## src/bdx_pkg.sv

```systemverilog
`default_nettype none
package bdx_pkg;
   // register bus layout (byte addresses)
   localparam int unsigned AXI_AW      = 12;
   localparam logic [11:0] A_CTRL      = 12'h000;
   localparam logic [11:0] A_FLAGS     = 12'h004;
   localparam logic [11:0] A_PC        = 12'h008;
   localparam logic [11:0] A_STATUS    = 12'h00c;
   localparam logic [11:0] A_COUNT     = 12'h010;
   localparam logic [11:0] A_GPR_BASE  = 12'h080;
   localparam logic [11:0] A_GPR_MASK  = 12'hf80;
   localparam logic [1:0]  RESP_OKAY   = 2'b00;
   localparam logic [1:0]  RESP_SLVERR = 2'b10;
   // control and status field positions
   localparam int unsigned CTRL_RUN    = 0;
   localparam int unsigned STS_BUSY    = 0;
   localparam int unsigned STS_TAKEN   = 1;
   localparam int unsigned STS_BADOP   = 2;
   // flag register bit positions
   localparam logic [2:0]  F_C = 3'h0;
   localparam logic [2:0]  F_Z = 3'h1;
   localparam logic [2:0]  F_N = 3'h2;
   localparam logic [2:0]  F_V = 3'h3;
   localparam logic [2:0]  F_S = 3'h4;
   localparam logic [2:0]  F_H = 3'h5;
   localparam logic [2:0]  F_T = 3'h6;
   localparam logic [2:0]  F_I = 3'h7;
   // pointer pair low-byte register indices
   localparam logic [4:0]  IDX_XL = 5'h1a;
   localparam logic [4:0]  IDX_YL = 5'h1c;
   localparam logic [4:0]  IDX_ZL = 5'h1e;
   // reset values
   localparam logic [15:0] RST_PC    = 16'h0000;
   localparam logic [7:0]  RST_FLAGS = 8'h00;

   typedef enum logic [2:0] {
      ST_IDLE  = 3'b001,
      ST_MEM   = 3'b010,
      ST_FLUSH = 3'b100
   } bdx_state_e;

   typedef struct packed {
      logic [15:0] word;
      logic [15:0] ext;
   } bdx_instr_s;

   typedef struct packed {
      logic [15:0] addr;
      logic [7:0]  wdata;
      logic        we;
      logic        re;
   } bdx_dmem_req_s;

   typedef struct packed {
      bdx_state_e      st;
      logic [15:0]     pc;
      logic [7:0]      flags;
      logic [31:0][7:0] gpr;
      logic [4:0]      ld_dst;
      bdx_dmem_req_s   dmem;
      logic            flush;
      logic            ready;
      logic            taken;
      logic            badop;
      logic [31:0]     count;
      logic            run;
      logic            awready;
      logic            wready;
      logic            aw_hold;
      logic [11:0]     aw_addr;
      logic            w_hold;
      logic [31:0]     w_data;
      logic [3:0]      w_strb;
      logic            bvalid;
      logic [1:0]      bresp;
      logic            arready;
      logic            rvalid;
      logic [31:0]     rdata;
      logic [1:0]      rresp;
   } bdx_state_s;
endpackage : bdx_pkg
`default_nettype wire

```

## src/bdx_exec.sv

```systemverilog
// Notes on behaviour
// - branch on a chosen flag bit being clear jumps pc+k+1; 1 cycle untaken, 2 taken.
// - equal/unequal branches follow Z being one/zero; target pc+k+1; flags untouched.
// - carry-high and unsigned-below branch on C one; carry-low and at-least on C zero.
// - negative branch on N one, positive branch on N zero; relative jump k+1.
// - signed branches use N xor V: at-least when zero, below when one.
// - half-carry branches follow H set or clear, jumping relative by k+1.
// - transfer-bit branches follow T one or zero.
// - overflow branches follow V one or zero.
// - irq-state branches follow the global interrupt enable I being one or zero.
// - register copy and immediate load take 1 cycle, write only destination, no flags.
// - pointer read via X, Y or Z in 2 cycles; post-increment bumps pointer after.
// - pre-decrement read lowers the pointer first, then reads the new address.
// - offset read at Y or Z plus q in 2 cycles, pointer unchanged.
// - absolute read loads the byte at address k in 2 cycles.
// - pointer write stores the source at X, Y or Z; post-increment bumps pointer.
// - pre-decrement write lowers the pointer first, then stores there.
// - offset write stores at Y or Z plus q, pointer unchanged.
// - absolute write stores the source at address k in 2 cycles, no flags.
//
// The implementer's own choices: register access over AXI4-Lite and the register addresses.
`default_nettype none
module bdx_exec (
   input  wire logic                   sys_clk_i,
   input  wire logic                   nrst_i,
   input  wire logic                   instr_valid_i,
   input  wire bdx_pkg::bdx_instr_s    instr_i,
   output logic                        instr_ready_o,
   output logic [15:0]                 pc_o,
   output logic                        flush_o,
   output logic [7:0]                  flags_o,
   output bdx_pkg::bdx_dmem_req_s      dmem_req_o,
   input  wire logic [7:0]             dmem_rdata_i,
   input  wire logic [11:0]            s_axi_awaddr_i,
   input  wire logic                   s_axi_awvalid_i,
   output logic                        s_axi_awready_o,
   input  wire logic [31:0]            s_axi_wdata_i,
   input  wire logic [3:0]             s_axi_wstrb_i,
   input  wire logic                   s_axi_wvalid_i,
   output logic                        s_axi_wready_o,
   output logic [1:0]                  s_axi_bresp_o,
   output logic                        s_axi_bvalid_o,
   input  wire logic                   s_axi_bready_i,
   input  wire logic [11:0]            s_axi_araddr_i,
   input  wire logic                   s_axi_arvalid_i,
   output logic                        s_axi_arready_o,
   output logic [31:0]                 s_axi_rdata_o,
   output logic [1:0]                  s_axi_rresp_o,
   output logic                        s_axi_rvalid_o,
   input  wire logic                   s_axi_rready_i
);
   import bdx_pkg::*;

   bdx_state_s  s_r;
   bdx_state_s  s_nxt;

   logic [15:0] w;
   logic        acc;
   logic        is_br;
   logic        br_bit;
   logic        br_cond;
   logic [15:0] br_tgt;
   logic        is_mov;
   logic        is_ldi;
   logic        is_abs;
   logic        is_ptr;
   logic        is_disp;
   logic        is_mem;
   logic        store;
   logic [4:0]  d_idx;
   logic [4:0]  r_idx;
   logic [5:0]  ptr_dec;
   logic [4:0]  m_lo;
   logic [15:0] m_ptr;
   logic [15:0] m_new;
   logic [15:0] m_addr;
   logic        inc;
   logic        dec;
   logic [15:0] pc1;
   logic [15:0] pc2;
   logic        sw_idle;

   function automatic logic [15:0] ptr_get(input logic [31:0][7:0] g, input logic [4:0] lo);
      ptr_get = {g[lo | 5'h01], g[lo]};
   endfunction : ptr_get

   // {valid, low index} for the pointer-mode field of a pointer access
   function automatic logic [5:0] ptr_sel(input logic [3:0] m);
      unique case (m)
         4'hc, 4'hd, 4'he: ptr_sel = {1'b1, IDX_XL};
         4'h9, 4'ha:       ptr_sel = {1'b1, IDX_YL};
         4'h1, 4'h2:       ptr_sel = {1'b1, IDX_ZL};
         default:          ptr_sel = 6'h00;
      endcase
   endfunction : ptr_sel

   // {resp, data} for a register read
   function automatic logic [33:0] reg_read(input bdx_state_s st, input logic [11:0] a);
      logic [31:0] v;
      logic [1:0]  rsp;
      v   = 32'h0000_0000;
      rsp = RESP_OKAY;
      if (a == A_CTRL) begin
         v[CTRL_RUN] = st.run;
      end else if (a == A_FLAGS) begin
         v[7:0] = st.flags;
      end else if (a == A_PC) begin
         v[15:0] = st.pc;
      end else if (a == A_STATUS) begin
         v[STS_BUSY]  = (st.st != ST_IDLE);
         v[STS_TAKEN] = st.taken;
         v[STS_BADOP] = st.badop;
      end else if (a == A_COUNT) begin
         v = st.count;
      end else if ((a & A_GPR_MASK) == A_GPR_BASE) begin
         v[7:0] = st.gpr[a[6:2]];
      end else begin
         rsp = RESP_SLVERR;
      end
      reg_read = {rsp, v};
   endfunction : reg_read

   assign w       = instr_i.word;
   assign acc     = instr_valid_i && s_r.ready;
   assign pc1     = s_r.pc + 16'h0001;
   assign pc2     = s_r.pc + 16'h0002;
   assign sw_idle = !s_r.run && (s_r.st == ST_IDLE);

   // both branch polarities share one decode: bit 10 selects the clear form
   assign is_br   = (w[15:11] == 5'b11110);
   assign br_bit  = (w[2:0] == F_S) ? (s_r.flags[F_N] ^ s_r.flags[F_V])
                                    : s_r.flags[w[2:0]];
   assign br_cond = br_bit ^ w[10];
   assign br_tgt  = s_r.pc + {{9{w[9]}}, w[9:3]} + 16'h0001;

   assign is_mov  = (w[15:10] == 6'b001011);
   assign is_ldi  = (w[15:12] == 4'b1110);
   assign is_abs  = (w[15:10] == 6'b100100) && (w[3:0] == 4'h0);
   assign ptr_dec = ptr_sel(w[3:0]);
   assign is_ptr  = (w[15:10] == 6'b100100) && ptr_dec[5];
   assign is_disp = (w[15:14] == 2'b10) && !w[12];
   assign is_mem  = is_abs || is_ptr || is_disp;
   assign store   = w[9];
   assign d_idx   = w[8:4];
   assign r_idx   = {w[9], w[3:0]};
   assign inc     = is_ptr && (w[1:0] == 2'b01);
   assign dec     = is_ptr && (w[1:0] == 2'b10);
   assign m_lo    = is_disp ? (w[3] ? IDX_YL : IDX_ZL) : ptr_dec[4:0];
   assign m_ptr   = ptr_get(s_r.gpr, m_lo);
   assign m_new   = dec ? (m_ptr - 16'h0001) : (m_ptr + 16'h0001);

   always_comb begin
      if (is_abs) begin
         m_addr = instr_i.ext;
      end else if (is_disp) begin
         m_addr = m_ptr + {10'h000, w[13], w[11:10], w[2:0]};
      end else if (dec) begin
         m_addr = m_new;
      end else begin
         m_addr = m_ptr;
      end
   end

   always_comb begin
      s_nxt = s_r;
      // register bus: response channels
      if (s_r.bvalid && s_axi_bready_i) begin
         s_nxt.bvalid = 1'b0;
      end
      if (s_r.rvalid && s_axi_rready_i) begin
         s_nxt.rvalid = 1'b0;
      end
      // register bus: commit a write once address and data are both held
      if (s_r.aw_hold && s_r.w_hold && !s_r.bvalid) begin
         s_nxt.aw_hold = 1'b0;
         s_nxt.w_hold  = 1'b0;
         s_nxt.bvalid  = 1'b1;
         s_nxt.bresp   = RESP_OKAY;
         if (s_r.aw_addr == A_CTRL) begin
            if (s_r.w_strb[0]) begin
               s_nxt.run = s_r.w_data[CTRL_RUN];
            end
         end else if (s_r.aw_addr == A_FLAGS) begin
            if (s_r.w_strb[0] && sw_idle) begin
               s_nxt.flags = s_r.w_data[7:0];
            end
         end else if (s_r.aw_addr == A_PC) begin
            if (s_r.w_strb[0] && sw_idle) begin
               s_nxt.pc[7:0] = s_r.w_data[7:0];
            end
            if (s_r.w_strb[1] && sw_idle) begin
               s_nxt.pc[15:8] = s_r.w_data[15:8];
            end
         end else if (s_r.aw_addr == A_STATUS) begin
            if (s_r.w_strb[0] && s_r.w_data[STS_BADOP]) begin
               s_nxt.badop = 1'b0;
            end
         end else if (s_r.aw_addr == A_COUNT) begin
            s_nxt.bresp = RESP_OKAY;
         end else if ((s_r.aw_addr & A_GPR_MASK) == A_GPR_BASE) begin
            if (s_r.w_strb[0] && sw_idle) begin
               s_nxt.gpr[s_r.aw_addr[6:2]] = s_r.w_data[7:0];
            end
         end else begin
            s_nxt.bresp = RESP_SLVERR;
         end
      end
      if (s_r.awready && s_axi_awvalid_i) begin
         s_nxt.aw_hold = 1'b1;
         s_nxt.aw_addr = s_axi_awaddr_i;
      end
      if (s_r.wready && s_axi_wvalid_i) begin
         s_nxt.w_hold = 1'b1;
         s_nxt.w_data = s_axi_wdata_i;
         s_nxt.w_strb = s_axi_wstrb_i;
      end
      if (s_r.arready && s_axi_arvalid_i) begin
         s_nxt.rvalid = 1'b1;
         {s_nxt.rresp, s_nxt.rdata} = reg_read(s_r, s_axi_araddr_i);
      end

      // execution; runs after the bus so a hardware set of badop beats a clear
      s_nxt.flush   = 1'b0;
      s_nxt.dmem.re = 1'b0;
      s_nxt.dmem.we = 1'b0;
      unique case (s_r.st)
         ST_IDLE: begin
            if (acc) begin
               s_nxt.count = s_r.count + 32'h0000_0001;
               s_nxt.pc    = pc1;
               if (is_br) begin
                  s_nxt.taken = br_cond;
                  if (br_cond) begin
                     s_nxt.pc    = br_tgt;
                     s_nxt.flush = 1'b1;
                     s_nxt.st    = ST_FLUSH;
                  end
               end else if (is_mov) begin
                  s_nxt.gpr[d_idx] = s_r.gpr[r_idx];
               end else if (is_ldi) begin
                  s_nxt.gpr[{1'b1, w[7:4]}] = {w[11:8], w[3:0]};
               end else if (is_mem) begin
                  s_nxt.st         = ST_MEM;
                  s_nxt.dmem.addr  = m_addr;
                  s_nxt.dmem.wdata = s_r.gpr[d_idx];
                  s_nxt.dmem.we    = store;
                  s_nxt.dmem.re    = !store;
                  s_nxt.ld_dst     = d_idx;
                  if (is_abs) begin
                     s_nxt.pc = pc2;
                  end
                  if (inc || dec) begin
                     s_nxt.gpr[m_lo]         = m_new[7:0];
                     s_nxt.gpr[m_lo | 5'h01] = m_new[15:8];
                  end
               end else begin
                  s_nxt.badop = 1'b1;
               end
            end
         end
         ST_MEM: begin
            if (s_r.dmem.re) begin
               s_nxt.gpr[s_r.ld_dst] = dmem_rdata_i;
            end
            s_nxt.st = ST_IDLE;
         end
         ST_FLUSH: begin
            s_nxt.st = ST_IDLE;
         end
         default: begin
            s_nxt.st = ST_IDLE;
         end
      endcase
      s_nxt.ready   = s_nxt.run && (s_nxt.st == ST_IDLE);
      s_nxt.awready = !s_nxt.aw_hold && !s_nxt.bvalid;
      s_nxt.wready  = !s_nxt.w_hold && !s_nxt.bvalid;
      s_nxt.arready = !s_nxt.rvalid;
   end

   always_ff @(posedge sys_clk_i or negedge nrst_i) begin
      if (!nrst_i) begin
         s_r       <= '0;
         s_r.st    <= ST_IDLE;
         s_r.pc    <= RST_PC;
         s_r.flags <= RST_FLAGS;
      end else begin
         s_r <= s_nxt;
      end
   end

   assign instr_ready_o   = s_r.ready;
   assign pc_o            = s_r.pc;
   assign flush_o         = s_r.flush;
   assign flags_o         = s_r.flags;
   assign dmem_req_o      = s_r.dmem;
   assign s_axi_awready_o = s_r.awready;
   assign s_axi_wready_o  = s_r.wready;
   assign s_axi_bresp_o   = s_r.bresp;
   assign s_axi_bvalid_o  = s_r.bvalid;
   assign s_axi_arready_o = s_r.arready;
   assign s_axi_rdata_o   = s_r.rdata;
   assign s_axi_rresp_o   = s_r.rresp;
   assign s_axi_rvalid_o  = s_r.rvalid;
endmodule : bdx_exec
`default_nettype wire

```

## config.mk

```make
export PLATFORM = sky130hd
export DESIGN_NAME = bdx_exec
export DESIGN_NICKNAME = d
export VERILOG_FILES = /design/src/bdx_pkg.sv /design/src/bdx_exec.sv
export SDC_FILE = /design/constraint.sdc
export NUM_CORES = 2
export LEC_CHECK = 0
export BUFFER_PORTS_ARGS = -buffer_cell sky130_fd_sc_hd__buf_2
export CORE_MARGIN = 2
export CORE_UTILIZATION = 30
export CTS_CLUSTER_SIZE = 30
export DETAILED_ROUTE_END_ITERATION = 12
export SYNTH_ARGS = -nofsm -noshare
export SYNTH_HDL_FRONTEND = slang
export SYNTH_SLANG_ARGS = --single-unit
```

## constraint.sdc

```tcl
create_clock -name sys_clk_i -period 4 [get_ports sys_clk_i]
set_input_delay 0.2 -clock sys_clk_i [delete_from_list [all_inputs] [get_ports sys_clk_i]]
set_output_delay 0.2 -clock sys_clk_i [all_outputs]
set_load 0.01 [all_outputs]
```

==> metrics.md <==
| Metric | Value |
|---|---|
| Maximum clock frequency | `0.260 GHz` |
| # resized after CTS | `0` |
| Biggest area consumer among synthesized cells | `dfrtp_1` |
| Status | `finished, violations left` |
| Clk_lat worst skew | `680 ps` |
| Final wirelength | `184,000 um` |
| YS warnings | `0` |
| Initial antenna violation count | `21` |
| Setup crit end kind | `flip-flop` |
| Die Y | `353 um` |
| Core area | `121,000 um^2` |
| Seq/Total Area, Yosys | `0.289` |
| Share of layout cells above drive strength 1 | `0.228` |
| Psw | `6990 uW` |
| Clock Pin Slew Worst Setup and Hold Paths | `70 ps` |
| Slew @ Worst Pin | `1550 ps` |
| Post-DP Area | `40,200 um^2` |
| Max Root-Sink Buffers | `3` |
| Hold Slack | `43.6 ps` |
| Post-route minimum period | `3840 ps` |
| P_leak | `0.0170 uW` |
| Share of total power in combinational logic | `0.343` |
| Slew Limit Fails | `9` |
| Vias in the first global route | `36,300` |
| FP Rows | `128` |
| Worst Reg-to-Reg Cells | `10` |
| Die X | `353 um` |
| Post-Syn Instances | `4,047` |
| Origin of the critical flop-to-flop path | `s_r[439]$_DFF_PN1_` |
| Post-route cell area | `42,600 um^2` |
| Via-per-instance ratio | `6.50` |
| RSZ-0062 raised after global routing | `no` |
| Overflow after GRT | `0` |
| Ports | `201` |
| Synth area leaders | `dfrtp_1 (29%), mux4_2 (15%), mux2i_1 (6.1%)` |
| Gpl congestion | `1.09` |
| VDD IR max | `0.455 mV` |
| Cell Chain, Critical Path | `nor3b_2 > buf_12 > nand4b_1 > or2_1 > nor2_4 > mux2i_1 > a221oi_1 > nor3_1 > a21oi_1 > a221o_1` |
| Die area | `125,000 um^2` |
| Worst hold path class | `in -> reg` |
| Area grow syn2layout | `16.6%` |
| Root buffer cell | `clkbuf_16` |
| DR pass1 iterations | `8` |
| # port buffers | `180` |
| WL/cell | `31.3 um` |
| Total track usage | `0.286` |
| Synth top area share | `0.288` |
| Net Sw Frac | `0.409` |
| Largest net degree at the start of global routing | `82` |
| Final core occ | `0.351` |
| CP max FO | `40` |
| Vias | `38,300` |
| WP data arrival | `4350 ps` |
| Drc violations | `0` |
| Most common cell in the netlist | `nand2_1` |
| Post-synthesis cell area | `36,500 um^2` |
| Sink Count | `422` |
| DR iter-0 viols | `5,924` |
| Reg2Reg Setup Slack | `160 ps` |
| First-pass GRT wire length | `265,000 um` |
| Tcrit/Tclk final | `0.960` |
| CP peak stage delay | `560 ps` |
| Reg2Reg Capture Point | `s_r[393]$_DFF_PN0_` |
| WS Path Type | `reg -> reg` |
| CP max-delay cell | `or2_1` |
| Synth unique cells | `97` |
| Crit path from | `s_r[439]$_DFF_PN1_` |
| Seq cells post-synth | `422` |
| H-tree depth | `2` |
| Worst EP required | `4510 ps` |
| Final HPWL DP | `130,000 um` |
| Final ANT Viol Nets | `0` |
| Final setup fails | `0` |
| Sequential Power Share | `0.348` |
| Crit path capture | `s_r[393]$_DFF_PN0_` |
| Final #Nets | `4,359` |
| Max-cap violation count | `1` |
| Initial Utilization | `0.301` |
| Synth top cells by count | `nand2_1 (582), dfrtp_1 (421), nor2_1 (348)` |
| Pwr per Cell Area | `401 nW/um^2` |
| CTS tree | `yes` |
| Final setup skew | `48.3 ps` |
| Average size of a mapped cell | `9.02 um^2` |
| Internal power | `10,100 uW` |
| CP Launch Type | `flip-flop` |
| Async S/R FF share, synth | `1.00` |
| Ys flop type | `dfrtp_1` |
| Num CTS Buffers | `51` |
| TNS Setup | `0 ps` |
| Clock Power Share | `0.309` |
| Violated checks | `max-capacitance violations, max-slew violations` |
| Power after layout | `17,100 uW` |
| Final hold violation count | `0` |
| Number of synthesized flops with an enable pin | `0` |
| Relative slew slack | `-0.0343` |
[timing repair]
action,CTS,global route
setup endpoints to repair,0,0
hold endpoints to repair,128,0
hold buffers,53,0
buffers inserted,0,0
[area by class of cell]
cell class	count	area [um^2]
Clock buffer	65	1390
Timing Repair Buffer	557	4230
Antenna cell	11	27.5
Sequential cell	422	10600
Tap cell	1625	2030
Multi-Input combinational cell	3150	23800
Fill cell	12300	78600
Inverter	28	105
Clock inverter	30	453
[state kept, by name, indices dropped and copies added, names as in the netlist, 8 cells and up]
name,flops
s_r,331
flags_o,8
s_axi_rdata_o,32
pc_o,16
dmem_req_o,26
[metal layers]
layer,track usage,wire length (um),vias up
met5,0,157,-
met4,0.174,14100,22
met3,0.108,26000,815
met2,0.420,76700,2999
met1,0.354,67100,18800
li1,-,-,15700
[cell usage in the layout (no fill, tap or decap), types with 27 or more instances in the layout]
master,synthesis,routed
nor2_1,348,347
a221o_1,145,145
inv_1,28,28
dfrtp_1,421,418
o21ai_0,219,219
xnor2_1,55,54
and3_1,40,40
clkbuf_16,0,51
a21oi_1,294,294
mux2i_1,223,223
ha_1,38,38
nand4_1,28,28
mux4_2,241,241
nand3_1,74,73
buf_12,0,27
mux2_2,82,82
o22ai_1,58,58
buf_2,42,173
nor3_1,106,106
o211ai_1,51,51
nand2_1,582,582
dlygate4sd3_1,0,53
buf_4,91,303
a211oi_1,75,75
o221ai_1,63,63
a22oi_1,42,42
[metrics by stage]
stage / worst slack (ps) / instances
3_3_place_gp: -253 / 5729
5_1_grt: 16.2 / 5880
4_1_cts: 314 / 5877
3_5_place_dp: -280 / 5729
6_report: 160 / 5888
2_1_floorplan: 127 / 4048
[worst min-delay path by stage]
| stage | end | slack (ps) | from | depth (start not counted) |
|---|---|---|---|---|
| 6_report | s_r[92]$_DFFE_PN0P_ | 40 | instr_valid_i | 3 |
| 5_1_grt | s_r[92]$_DFFE_PN0P_ | 50 | instr_valid_i | 3 |
| 4_1_cts | s_r[92]$_DFFE_PN0P_ | 40 | instr_valid_i | 3 |
| 3_5_place_dp | s_axi_rdata_o[25]$_DFFE_PN0P_ | 260 | nrst_i | 1 |
| 3_3_place_gp | s_axi_rdata_o[24]$_DFFE_PN0P_ | 260 | nrst_i | 1 |
| 2_1_floorplan | dmem_req_o[0]$_DFF_PN0_ | -100 | nrst_i | 0 |
[power by group through the flow]
stage          logic [uW]  clock network [uW]  registers, uW
2_1_floorplan        3370                   0           5200
3_3_place_gp         5520                   0           5890
3_5_place_dp         5550                   0           5890
4_1_cts              5620                5290           5820
5_1_grt              6050                5460           5910
6_report             5870                5270           5950
[kinds of logic after synthesis]
family / synth area share
and+or+nand+nor: 0.163
AOI/OAI and AO/OA: 0.217
muxes: 0.235
buffers and inverters: 0.0609
DFF: 0.289
xor gates and xnor gates: 0.0199
adders and majority gates: 0.0147
other: 0.000103
[worst max-delay path: cells and delay by family (launching register included)]
kind	cells	cell delay, ps
AND/OR/NAND/NOR	5	1920
flip-flops	1	550
AO/OA/AOI/OAI	3	510
multiplexers	1	380
buffers and inverters	1	260
Note: power is estimated with default switching activity, not from simulation.
